`src/ptp_ts_pkg.sv`:
```
// constants of the receive timestamp classifier and time adjust block
// assumes a 32-bit apb slave port and a byte-wide receive message stream
`default_nettype none

package ptp_ts_pkg;
	// register byte offsets
	localparam logic [7:0] OFS_CTRL = 8'h00;
	localparam logic [7:0] OFS_TIME_INC = 8'h04;
	localparam logic [7:0] OFS_SYS_LOW = 8'h08;
	localparam logic [7:0] OFS_SYS_HIGH = 8'h0C;
	localparam logic [7:0] OFS_ADJ_LOW = 8'h10;
	localparam logic [7:0] OFS_ADJ_HIGH = 8'h14;
	localparam logic [7:0] OFS_STAMP_LOW = 8'h18;
	localparam logic [7:0] OFS_STAMP_HIGH = 8'h1C;
	localparam logic [7:0] OFS_STAMP_ID = 8'h20;
	localparam logic [7:0] OFS_STATUS = 8'h24;
	// control fields: bit 0 enable, bit 1 version 2 mode, bits 15:8 message value
	localparam int CTRL_EN_BIT = 0;
	localparam int CTRL_V2_BIT = 1;
	localparam int CTRL_MSG_LSB = 8;
	// time increment fields: step in 23:0, period in 31:24
	localparam int INC_STEP_LSB = 0;
	localparam int INC_PER_LSB = 24;
	// adjust high: sign in the top bit, magnitude below it
	localparam int ADJ_SIGN_BIT = 31;
	// reset values
	localparam logic [31:0] CTRL_RST = 32'h0000_0000;
	localparam logic [31:0] TIME_INC_RST = 32'h0000_0000;
	// byte positions inside the ptp message
	localparam logic [5:0] BYTE_MSGID = 6'h00;
	localparam logic [5:0] BYTE_VERSION = 6'h01;
	localparam logic [5:0] BYTE_SRC_PORT = 6'h1C;
	localparam logic [5:0] BYTE_SEQ_ID = 6'h1E;
	localparam logic [5:0] BYTE_CONTROL = 6'h20;
	// transport of the message, as reported by the receive datapath
	localparam logic [1:0] XPORT_NONE = 2'h0;
	localparam logic [1:0] XPORT_L2 = 2'h1;
	localparam logic [1:0] XPORT_UDP4 = 2'h2;
	localparam logic [1:0] XPORT_UDP6 = 2'h3;
	// version field values
	localparam logic [3:0] VER_1 = 4'h1;
	localparam logic [3:0] VER_2 = 4'h2;
	// version 1 control codes, 5 and up reserved
	localparam logic [7:0] V1_SYNC = 8'h00;
	localparam logic [7:0] V1_DELAY_REQ = 8'h01;
	localparam logic [7:0] V1_FOLLOW_UP = 8'h02;
	localparam logic [7:0] V1_DELAY_RESP = 8'h03;
	localparam logic [7:0] V1_MANAGEMENT = 8'h04;
	// version 2 message identifiers, 4-7 and e-f unused
	localparam logic [3:0] V2_SYNC = 4'h0;
	localparam logic [3:0] V2_DELAY_REQ = 4'h1;
	localparam logic [3:0] V2_PATH_REQ = 4'h2;
	localparam logic [3:0] V2_PATH_RESP = 4'h3;
	localparam logic [3:0] V2_FOLLOW_UP = 4'h8;
	localparam logic [3:0] V2_DELAY_RESP = 4'h9;
	localparam logic [3:0] V2_PATH_FOLLOW = 4'hA;
	localparam logic [3:0] V2_ANNOUNCE = 4'hB;
	localparam logic [3:0] V2_SIGNALLING = 4'hC;
	localparam logic [3:0] V2_MANAGEMENT = 4'hD;
endpackage : ptp_ts_pkg

`default_nettype wire

```
`src/ptp_class_if.sv`:
```
// link between the message classifier and the time core
// assumes both ends share clk_sys
`default_nettype none

interface ptp_class_if;
	logic cfg_v2; // version 2 mode selected
	logic [7:0] cfg_msg; // configured message value
	logic start; // pulse: byte 0 of a message seen
	logic decide; // pulse: classification finished
	logic match; // with decide: timestamp wanted
	logic [3:0] version; // version field of the message
	logic [7:0] msg_type; // control byte or message id
	logic [15:0] src_port; // source port identity
	logic [15:0] seq_id; // sequence identifier
	modport classifier (input cfg_v2, cfg_msg,
		output start, decide, match, version, msg_type, src_port, seq_id);
	modport core (output cfg_v2, cfg_msg,
		input start, decide, match, version, msg_type, src_port, seq_id);
endinterface : ptp_class_if

`default_nettype wire

```
`src/ptp_msg_classifier.sv`:
```
// byte parser that classifies received ptp messages
// assumes the datapath has already marked the frame as ptp and flags byte 0
`default_nettype none

module ptp_msg_classifier
(
	// clock and reset
	input wire logic clk_sys,
	input wire logic rst,
	// receive message stream
	input wire logic msg_valid,
	input wire logic msg_first,
	input wire logic [7:0] msg_data,
	input wire logic [1:0] msg_xport,
	// results toward the core
	ptp_class_if.classifier cls
);
	typedef enum logic [1:0] {ST_IDLE = 2'b00, ST_PARSE = 2'b01} parse_e;

	parse_e state_reg, state_next; // parser state
	logic [5:0] cnt_reg, cnt_next; // offset of the next byte
	logic [1:0] xport_reg, xport_next; // transport latched at byte 0
	logic [7:0] id_reg, id_next; // byte 0
	logic [3:0] ver_reg, ver_next; // version nibble
	logic [15:0] src_reg, src_next;
	logic [15:0] seq_reg, seq_next;
	logic [7:0] type_reg, type_next;
	logic decide_reg, decide_next;
	logic match_reg, match_next;
	logic v1_ok, v2_ok, v2_path; // decision terms at the control byte

	// decision terms, evaluated while byte 32 is on the bus
	always_comb
	begin
		// version 1 only over udp on ipv4
		v1_ok = (ver_reg == ptp_ts_pkg::VER_1) && (xport_reg == ptp_ts_pkg::XPORT_UDP4);
		// version 2 over l2 or udp on either ip
		v2_ok = (ver_reg == ptp_ts_pkg::VER_2) && (xport_reg != ptp_ts_pkg::XPORT_NONE);
		v2_path = (id_reg[3:0] == ptp_ts_pkg::V2_PATH_REQ) ||
			(id_reg[3:0] == ptp_ts_pkg::V2_PATH_RESP);
	end

	// next state of the parser
	always_comb
	begin
		state_next = state_reg;
		cnt_next = cnt_reg;
		xport_next = xport_reg;
		id_next = id_reg;
		ver_next = ver_reg;
		src_next = src_reg;
		seq_next = seq_reg;
		type_next = type_reg;
		decide_next = 1'b0;
		match_next = match_reg;
		if (msg_valid && msg_first)
		begin
			// a new message restarts the parse even if one was cut short
			state_next = ST_PARSE;
			cnt_next = 6'h01;
			xport_next = msg_xport;
			id_next = msg_data;
		end
		else if (msg_valid && state_reg == ST_PARSE)
		begin
			cnt_next = cnt_reg + 6'h01;
			if (cnt_reg == ptp_ts_pkg::BYTE_VERSION)
				ver_next = msg_data[3:0];
			if (cnt_reg == ptp_ts_pkg::BYTE_SRC_PORT)
				src_next[15:8] = msg_data;
			if (cnt_reg == ptp_ts_pkg::BYTE_SRC_PORT + 6'h01)
				src_next[7:0] = msg_data;
			if (cnt_reg == ptp_ts_pkg::BYTE_SEQ_ID)
				seq_next[15:8] = msg_data;
			if (cnt_reg == ptp_ts_pkg::BYTE_SEQ_ID + 6'h01)
				seq_next[7:0] = msg_data;
			if (cnt_reg == ptp_ts_pkg::BYTE_CONTROL)
			begin
				// version first, then the type field of that version
				state_next = ST_IDLE;
				decide_next = 1'b1;
				if (v1_ok && !cls.cfg_v2)
				begin
					type_next = msg_data;
					match_next = (msg_data == cls.cfg_msg);
				end
				else if (v2_ok && cls.cfg_v2)
				begin
					type_next = {4'h0, id_reg[3:0]};
					match_next = (id_reg[3:0] == cls.cfg_msg[3:0]) || v2_path;
				end
				else
				begin
					type_next = msg_data;
					match_next = 1'b0;
				end
			end
		end
	end

	// parser registers
	always_ff @(posedge clk_sys)
	begin
		if (rst)
		begin
			state_reg <= ST_IDLE;
			cnt_reg <= 6'h00;
			xport_reg <= ptp_ts_pkg::XPORT_NONE;
			id_reg <= 8'h00;
			ver_reg <= 4'h0;
			src_reg <= 16'h0000;
			seq_reg <= 16'h0000;
			type_reg <= 8'h00;
			decide_reg <= 1'b0;
			match_reg <= 1'b0;
		end
		else
		begin
			state_reg <= state_next;
			cnt_reg <= cnt_next;
			xport_reg <= xport_next;
			id_reg <= id_next;
			ver_reg <= ver_next;
			src_reg <= src_next;
			seq_reg <= seq_next;
			type_reg <= type_next;
			decide_reg <= decide_next;
			match_reg <= match_next;
		end
	end

	// start is a handshake pulse, so it may come straight from the inputs
	assign cls.start = msg_valid && msg_first;
	assign cls.decide = decide_reg;
	assign cls.match = match_reg;
	assign cls.version = ver_reg;
	assign cls.msg_type = type_reg;
	assign cls.src_port = src_reg;
	assign cls.seq_id = seq_reg;
endmodule : ptp_msg_classifier

`default_nettype wire

```
`src/ptp_rx_time_core.sv`:
```
// receive ptp timestamp capture, 64-bit system time and signed adjust
// assumes an apb master on clk_sys and a receive stream marked as ptp
//
// Design decisions made here: the APB slave port and the register offsets.
`default_nettype none

module ptp_rx_time_core
(
	// clock and reset
	input wire logic clk_sys,
	input wire logic rst,
	// apb slave
	input wire logic psel,
	input wire logic penable,
	input wire logic pwrite,
	input wire logic [7:0] paddr,
	input wire logic [31:0] pwdata,
	output logic [31:0] prdata,
	output logic pready,
	output logic pslverr,
	// receive ptp message stream
	input wire logic msg_valid,
	input wire logic msg_first,
	input wire logic [7:0] msg_data,
	input wire logic [1:0] msg_xport,
	// status toward the receive descriptor
	output logic stamp_taken,
	output logic stamp_locked
);
	ptp_class_if cls ();

	logic [31:0] ctrl_reg, ctrl_next; // enable, mode, message value
	logic [31:0] time_increment_config_reg, time_increment_config_next;
	logic [63:0] sys_time_reg, sys_time_next; // system_time_high:system_time_low
	logic [31:0] shadow_high_reg, shadow_high_next; // high half latched by a low read
	logic [31:0] offset_correction_low_reg, offset_correction_low_next;
	logic [31:0] offset_correction_high_reg, offset_correction_high_next;
	logic [7:0] period_cnt_reg, period_cnt_next; // cycles since last increment
	logic [63:0] pend_time_reg, pend_time_next; // time seen at message byte 0
	logic [63:0] stamp_time_reg, stamp_time_next;
	logic [15:0] stamp_src_reg, stamp_src_next;
	logic [15:0] stamp_seq_reg, stamp_seq_next;
	logic [7:0] stamp_type_reg, stamp_type_next;
	logic lock_reg, lock_next; // stamp held for software
	logic taken_reg, taken_next;
	logic [31:0] prdata_reg, prdata_next;
	logic pslverr_reg, pslverr_next;
	logic setup, wr, rd; // apb phases
	logic hit; // address maps to a register
	logic inc_event; // increment this cycle
	logic [63:0] adj_mag; // offset magnitude
	logic [63:0] time_base; // time before adjust

	// classifier sees the configured mode and message value
	assign cls.cfg_v2 = ctrl_reg[ptp_ts_pkg::CTRL_V2_BIT];
	assign cls.cfg_msg = ctrl_reg[ptp_ts_pkg::CTRL_MSG_LSB +: 8];

	ptp_msg_classifier u_class
	(
		.clk_sys(clk_sys),
		.rst(rst),
		.msg_valid(msg_valid),
		.msg_first(msg_first),
		.msg_data(msg_data),
		.msg_xport(msg_xport),
		.cls(cls)
	);

	// apb decode: data is prepared in the setup cycle, so no wait states
	always_comb
	begin
		setup = psel && !penable;
		wr = psel && penable && pwrite;
		rd = psel && penable && !pwrite;
		unique case (paddr)
			ptp_ts_pkg::OFS_CTRL, ptp_ts_pkg::OFS_TIME_INC, ptp_ts_pkg::OFS_SYS_LOW,
			ptp_ts_pkg::OFS_SYS_HIGH, ptp_ts_pkg::OFS_ADJ_LOW, ptp_ts_pkg::OFS_ADJ_HIGH,
			ptp_ts_pkg::OFS_STAMP_LOW, ptp_ts_pkg::OFS_STAMP_HIGH, ptp_ts_pkg::OFS_STAMP_ID,
			ptp_ts_pkg::OFS_STATUS: hit = 1'b1;
			default: hit = 1'b0;
		endcase
	end

	// read data and error, registered at the setup cycle
	always_comb
	begin
		prdata_next = prdata_reg;
		pslverr_next = pslverr_reg;
		if (setup)
		begin
			pslverr_next = !hit;
			unique case (paddr)
				ptp_ts_pkg::OFS_CTRL: prdata_next = ctrl_reg;
				ptp_ts_pkg::OFS_TIME_INC: prdata_next = time_increment_config_reg;
				ptp_ts_pkg::OFS_SYS_LOW: prdata_next = sys_time_reg[31:0];
				ptp_ts_pkg::OFS_SYS_HIGH: prdata_next = shadow_high_reg;
				ptp_ts_pkg::OFS_ADJ_LOW: prdata_next = offset_correction_low_reg;
				ptp_ts_pkg::OFS_ADJ_HIGH: prdata_next = offset_correction_high_reg;
				ptp_ts_pkg::OFS_STAMP_LOW: prdata_next = stamp_time_reg[31:0];
				ptp_ts_pkg::OFS_STAMP_HIGH: prdata_next = stamp_time_reg[63:32];
				ptp_ts_pkg::OFS_STAMP_ID: prdata_next = {stamp_src_reg, stamp_seq_reg};
				ptp_ts_pkg::OFS_STATUS: prdata_next = {16'h0000, stamp_type_reg, 7'h00, lock_reg};
				default: prdata_next = 32'h0000_0000;
			endcase
		end
	end

	// configuration and adjust registers
	always_comb
	begin
		ctrl_next = ctrl_reg;
		time_increment_config_next = time_increment_config_reg;
		offset_correction_low_next = offset_correction_low_reg;
		offset_correction_high_next = offset_correction_high_reg;
		shadow_high_next = shadow_high_reg;
		if (wr && paddr == ptp_ts_pkg::OFS_CTRL)
			ctrl_next = pwdata;
		if (wr && paddr == ptp_ts_pkg::OFS_TIME_INC)
			time_increment_config_next = pwdata;
		if (wr && paddr == ptp_ts_pkg::OFS_ADJ_LOW)
			offset_correction_low_next = pwdata;
		if (wr && paddr == ptp_ts_pkg::OFS_ADJ_HIGH)
			offset_correction_high_next = pwdata;
		// a low read freezes the high half in the same cycle that loads the low
		// word, so a carry between setup and access cannot split the pair
		if (setup && paddr == ptp_ts_pkg::OFS_SYS_LOW)
			shadow_high_next = sys_time_reg[63:32];
	end

	// system time: free running, increment plus one-shot signed adjust
	always_comb
	begin
		period_cnt_next = period_cnt_reg;
		inc_event = 1'b0;
		// a period of zero stops the clock, one increments every cycle
		if (time_increment_config_reg[ptp_ts_pkg::INC_PER_LSB +: 8] != 8'h00)
		begin
			if (period_cnt_reg + 8'h01 >= time_increment_config_reg[ptp_ts_pkg::INC_PER_LSB +: 8])
			begin
				inc_event = 1'b1;
				period_cnt_next = 8'h00;
			end
			else
				period_cnt_next = period_cnt_reg + 8'h01;
		end
		time_base = sys_time_reg;
		if (inc_event)
			time_base = sys_time_reg +
				{40'h00_0000_0000, time_increment_config_reg[ptp_ts_pkg::INC_STEP_LSB +: 24]};
		// the low word was written earlier, the high write triggers the add
		adj_mag = {1'b0, pwdata[ptp_ts_pkg::ADJ_SIGN_BIT - 1:0], offset_correction_low_reg};
		sys_time_next = time_base;
		if (wr && paddr == ptp_ts_pkg::OFS_ADJ_HIGH)
		begin
			if (pwdata[ptp_ts_pkg::ADJ_SIGN_BIT])
				sys_time_next = time_base - adj_mag;
			else
				sys_time_next = time_base + adj_mag;
		end
		// direct writes set a half outright and override the step
		if (wr && paddr == ptp_ts_pkg::OFS_SYS_LOW)
			sys_time_next[31:0] = pwdata;
		if (wr && paddr == ptp_ts_pkg::OFS_SYS_HIGH)
			sys_time_next[63:32] = pwdata;
	end

	// receive stamp capture and lock
	always_comb
	begin
		pend_time_next = cls.start ? sys_time_reg : pend_time_reg;
		stamp_time_next = stamp_time_reg;
		stamp_src_next = stamp_src_reg;
		stamp_seq_next = stamp_seq_reg;
		stamp_type_next = stamp_type_reg;
		taken_next = 1'b0;
		lock_next = lock_reg;
		// reading the high stamp word releases the lock
		if (rd && paddr == ptp_ts_pkg::OFS_STAMP_HIGH)
			lock_next = 1'b0;
		// a new match while locked is dropped, also in the cycle of the releasing read
		if (cls.decide && cls.match && ctrl_reg[ptp_ts_pkg::CTRL_EN_BIT] && !lock_reg)
		begin
			stamp_time_next = pend_time_reg;
			stamp_src_next = cls.src_port;
			stamp_seq_next = cls.seq_id;
			stamp_type_next = cls.msg_type;
			taken_next = 1'b1;
			lock_next = 1'b1;
		end
	end

	// all state of the core
	always_ff @(posedge clk_sys)
	begin
		if (rst)
		begin
			ctrl_reg <= ptp_ts_pkg::CTRL_RST;
			time_increment_config_reg <= ptp_ts_pkg::TIME_INC_RST;
			sys_time_reg <= 64'h0000_0000_0000_0000;
			shadow_high_reg <= 32'h0000_0000;
			offset_correction_low_reg <= 32'h0000_0000;
			offset_correction_high_reg <= 32'h0000_0000;
			period_cnt_reg <= 8'h00;
			pend_time_reg <= 64'h0000_0000_0000_0000;
			stamp_time_reg <= 64'h0000_0000_0000_0000;
			stamp_src_reg <= 16'h0000;
			stamp_seq_reg <= 16'h0000;
			stamp_type_reg <= 8'h00;
			lock_reg <= 1'b0;
			taken_reg <= 1'b0;
			prdata_reg <= 32'h0000_0000;
			pslverr_reg <= 1'b0;
		end
		else
		begin
			ctrl_reg <= ctrl_next;
			time_increment_config_reg <= time_increment_config_next;
			sys_time_reg <= sys_time_next;
			shadow_high_reg <= shadow_high_next;
			offset_correction_low_reg <= offset_correction_low_next;
			offset_correction_high_reg <= offset_correction_high_next;
			period_cnt_reg <= period_cnt_next;
			pend_time_reg <= pend_time_next;
			stamp_time_reg <= stamp_time_next;
			stamp_src_reg <= stamp_src_next;
			stamp_seq_reg <= stamp_seq_next;
			stamp_type_reg <= stamp_type_next;
			lock_reg <= lock_next;
			taken_reg <= taken_next;
			prdata_reg <= prdata_next;
			pslverr_reg <= pslverr_next;
		end
	end

	// outputs
	assign prdata = prdata_reg;
	assign pready = 1'b1;
	assign pslverr = pslverr_reg && psel && penable;
	assign stamp_taken = taken_reg;
	assign stamp_locked = lock_reg;
endmodule : ptp_rx_time_core

`default_nettype wire

```
`config.mk`:
```
export PLATFORM = sky130hd
export DESIGN_NAME = ptp_rx_time_core
export DESIGN_NICKNAME = d
export VERILOG_FILES = /design/src/ptp_ts_pkg.sv /design/src/ptp_class_if.sv /design/src/ptp_msg_classifier.sv /design/src/ptp_rx_time_core.sv
export SDC_FILE = /design/constraint.sdc
export NUM_CORES = 1
export LEC_CHECK = 0
export ABC_CLOCK_PERIOD_IN_PS = 6900
export BUFFER_PORTS_ARGS = -buffer_cell sky130_fd_sc_hd__clkbuf_2
export CORE_MARGIN = 1.5
export CORE_UTILIZATION = 35
export CTS_CLUSTER_DIAMETER = 150
export DETAILED_ROUTE_END_ITERATION = 8
export MAX_ROUTING_LAYER = met4
export PLACE_DENSITY_LB_ADDON = 0.3
export SETUP_SLACK_MARGIN = 0.2
export SYNTH_ARGS = -nofsm -noshare
export SYNTH_HDL_FRONTEND = slang
export SYNTH_HIERARCHICAL = 1
export SYNTH_SLANG_ARGS = --single-unit
```
`constraint.sdc`:
```
create_clock -name clk_sys -period 6.9 [get_ports clk_sys]
set_input_delay 0.69 -clock clk_sys [delete_from_list [all_inputs] [get_ports clk_sys]]
set_output_delay 0.69 -clock clk_sys [all_outputs]
set_load 0.02 [all_outputs]
```
==> flow_summary.json <==
{
  "run_status": "complete, but fails checks",
  "violations": "DRC",
  "grt_use_met2": 0.404,
  "timing.critical_path.arrival_ps": 6680,
  "numPortBuffers": 91,
  "synthesis.area_per_instance_um2": 7.54,
  "detailedRoute.firstIterationViolations": 2641,
  "post_route_worst_setup_slack_ps": 722,
  "final.setup.tns_ps": 0,
  "unrepaired_setup_endpoints_after_global_routing": "false",
  "critPathKind": "flop to flop",
  "global_route.usage.met3": 0.0270,
  "cp-start-kind": "flop",
  "top_area_cell_type_share_of_the_netlist_area": 0.356,
  "synthTopCellsByArea": "sky130_fd_sc_hd__dfxtp_1, sky130_fd_sc_hd__nand2_1, sky130_fd_sc_hd__a21oi_1",
  "clock.fmax_mhz": 162,
  "worst_hold_path.endpoint": "u_class/xport_reg[0]$_SDFFE_PP0P_",
  "slowest_delay_ps": 560,
  "cpMostUsedCell": "sky130_fd_sc_hd__buf_4",
  "h-tree-depth": 2,
  "clk_pin_slew_worst_paths_ps": 60,
  "ys_async_sr_fraction": 0,
  "synthesis.nets": 3847,
  "numCtsBuffers": 55,
  "drc_errors": 1,
  "cp_data_required_time_ps": 7410,
  "place_hpwl_um": 75100,
  "finalWirelength_um": 105000,
  "die_h_um": 285,
  "worst_setup_path_end_kind": "flop",
  "worst-path-max-fanout": 6,
  "yosys_most_used_dff": "sky130_fd_sc_hd__dfxtp_1",
  "crit_path_top_delay_cell": "sky130_fd_sc_hd__a2111oi_0",
  "grt.met1_usage": 0.336,
  "cts_buffer_depth": 3,
  "row_count": 103,
  "grt_pass1_vias": 24900,
  "num-fill-cells": 8178,
  "worstSkewPairLatency_ps": 640,
  "timing.critical_path.max_delay_family": "compound AO/OA/AOI/OAI gates",
  "finalNonFillerCells": 4709,
  "critical_path.reg2reg.startpoint": "period_cnt_reg[0]$_SDFFE_PP0P_",
  "largest_net_degree_at_the_start_of_global_routing": 193,
  "cts.root.buffer_cell": "sky130_fd_sc_hd__clkbuf_16",
  "synth-seq-cells": 494,
  "clock_sink_count": 494,
  "power_density_nw_per_um2": 203,
  "report.final.hold_viol_count": 0,
  "detail_route.wl_per_cell_um": 22.4,
  "coreArea_um2": 78700,
  "hold_class": "input pin to flop",
  "layout-drive-gt1-share": 0.0774,
  "pre_cts_slack_ps": 787,
  "yosysWarnings": 6,
  "finalCriticalPeriod_ps": 6180,
  "detail_route.first_pass.iterations": 9,
  "worst_r2r_endpoint": "sys_time_reg[60]$_SDFF_PP0_",
  "gpl.final_weighted_congestion": 0.975,
  "synth_top_cell_by_area": "sky130_fd_sc_hd__dfxtp_1",
  "cts_setup_buffers": 0,
  "synth_area_um2": 27800,
  "number_of_enable_flip_flop_cells_after_synthesis": 0,
  "yosysUniqueCellTypes": 78,
  "ff2ff_path_depth": 25,
  "synthMostInstantiatedCell": "sky130_fd_sc_hd__nand2_1",
  "crit_buf_inv": 5,
  "antenna_found_initial": 2,
  "drtAntennaViolNets": 0,
  "grtUsageTotal": 0.258,
  "grt_pass1_wl_um": 158000,
  "vias": 26900,
  "tritoncts": "done",
  "dp_cells": 4609,
  "vdd_drop_max_uv": 177,
  "worstMarginPinSlew_ps": 1010,
  "finalHoldWorstSlack_ps": 290,
  "number_of_pins_with_negative_max_slew_slack_in_the_final_report": 0,
  "start_util": 0.353,
  "r2r_setup_slack_ps": 720,
  "areaGrowthSynthToFinish_pct": 11.0,
  "die-area_um2": 81100,
  "drt-vias-per-instance": 5.71,
  "synth_commonest_cells": "sky130_fd_sc_hd__nand2_1, sky130_fd_sc_hd__dfxtp_1, sky130_fd_sc_hd__a21oi_1",
  "max-cap-violations": 0,
  "period_share": 0.895,
  "max_slew_margin": 0.327,
  "timing.hold.worst.start": "msg_xport[0]",
  "clock_skew_ps": 35.7,
  "top_level_ports": 93,
  "p_leak_nw": 11.2,
  "fin_nets": 3776,
  "hold_path_stages": 3,
  "setup_viol": 0,
  "netlist_instances": 3687,
  "busiest_layer_in_global_routing": "met2",
  "seq_area_frac_synth": 0.356,
  "die-width_um": 285,
  "grt_overflow_total": 0
}
cells in the final DEF, fill, tap and decap left out, types with 36 or more instances in the layout:
master,instances
sky130_fd_sc_hd__a21oi_1,474
sky130_fd_sc_hd__dfxtp_1,494
sky130_fd_sc_hd__ha_1,101
sky130_fd_sc_hd__nor2_1,266
sky130_fd_sc_hd__clkbuf_2,90
sky130_fd_sc_hd__nand4_1,36
sky130_fd_sc_hd__mux2i_1,117
sky130_fd_sc_hd__nor3_1,75
sky130_fd_sc_hd__clkbuf_16,55
sky130_fd_sc_hd__o21ai_0,142
sky130_fd_sc_hd__nand3_1,117
sky130_fd_sc_hd__a22oi_1,89
sky130_fd_sc_hd__xor2_1,61
sky130_fd_sc_hd__nand2_1,760
sky130_fd_sc_hd__buf_4,59
sky130_fd_sc_hd__xnor2_1,135
sky130_fd_sc_hd__a21o_1,45
sky130_fd_sc_hd__inv_1,59
metal layers:
layer / up-vias / wire length, um
met5: - / 0
met4: 0 / 5230
met3: 239 / 6070
met2: 964 / 47800
met1: 12900 / 46300
li1: 12800 / -
cell type report:
class | instances | area [um2] | share of cell area
clock inverters | 15 | 174 | 0.00563
well taps | 1050 | 1310 | 0.0426
flip-flops and latches | 494 | 9890 | 0.320
repair buffers | 151 | 928 | 0.0301
clock buffers | 84 | 1660 | 0.0536
multi-input cells | 2853 | 16700 | 0.540
diodes | 1 | 2.50 | 0.0000811
inverters | 61 | 231 | 0.00750
per-stage QoR:
stage	instance area, um2	power [mW]	util
after floorplan	27800	3.18	-
after global placement	29000	3.32	0.369
after detailed placement	29000	3.31	0.369
after CTS	30900	6.28	0.392
after global routing	30900	6.43	0.392
final	30900	6.26	0.392
power by group:
part / internal, mW / switching [mW] / leakage (nW) / total (mW)
Sequential: 2.86 / 0.00533 / 3.98 / 2.86
Clock: 1.73 / 1.27 / 0.895 / 3.00
Combinational: 0.113 / 0.284 / 6.37 / 0.397
how the worst max path moves through the flow:
stage / start / to / depth (start not counted)
after global placement: pwdata[7] / sys_time_reg[63]$_SDFF_PP0_ / 18
after detailed placement: period_cnt_reg[0]$_SDFFE_PP0P_ / sys_time_reg[60]$_SDFF_PP0_ / 23
after floorplan: period_cnt_reg[0]$_SDFFE_PP0P_ / sys_time_reg[60]$_SDFF_PP0_ / 23
after CTS: period_cnt_reg[0]$_SDFFE_PP0P_ / sys_time_reg[60]$_SDFF_PP0_ / 23
after global routing: period_cnt_reg[0]$_SDFFE_PP0P_ / sys_time_reg[61]$_SDFF_PP0_ / 23
final: period_cnt_reg[0]$_SDFFE_PP0P_ / sys_time_reg[60]$_SDFF_PP0_ / 25
worst reg2reg max path, cell delays in order (launching register included):
cell,delay (ps)
sky130_fd_sc_hd__dfxtp_1,390
sky130_fd_sc_hd__nand3_1,140
sky130_fd_sc_hd__or2_2,360
sky130_fd_sc_hd__xnor2_1,140
sky130_fd_sc_hd__ha_1,290
sky130_fd_sc_hd__nor2b_1,190
sky130_fd_sc_hd__inv_1,60
sky130_fd_sc_hd__o211a_1,150
sky130_fd_sc_hd__nor2_1,440
sky130_fd_sc_hd__buf_4,310
sky130_fd_sc_hd__mux2i_1,320
sky130_fd_sc_hd__ha_1,210
sky130_fd_sc_hd__inv_1,50
sky130_fd_sc_hd__fa_1,390
sky130_fd_sc_hd__a21oi_1,230
sky130_fd_sc_hd__o21ai_1,170
sky130_fd_sc_hd__nand3_1,150
sky130_fd_sc_hd__a31oi_1,200
sky130_fd_sc_hd__a41oi_1,380
sky130_fd_sc_hd__o21ai_0,160
sky130_fd_sc_hd__buf_4,180
sky130_fd_sc_hd__o221ai_1,160
sky130_fd_sc_hd__buf_4,180
sky130_fd_sc_hd__o31ai_1,130
sky130_fd_sc_hd__a2111oi_0,560
sky130_fd_sc_hd__nor4_1,100
cells by family after synthesis:
| group | Yosys count | synth area share |
|---|---|---|
| flops | 494 | 0.356 |
| mux | 120 | 0.0433 |
| other cells | 1 | 0.000135 |
| buf+inv | 340 | 0.0475 |
| xor+xnor | 196 | 0.0617 |
| simple gates | 1447 | 0.229 |
| compound gates | 986 | 0.216 |
| fa+ha+maj | 103 | 0.0469 |
what timing repair did:
item                       in CTS  in global routing
setup endpoints to repair       0                  2
resized for setup               0                  2
hold buffers                    0                  0
Note: power is estimated with default switching activity, not from simulation.
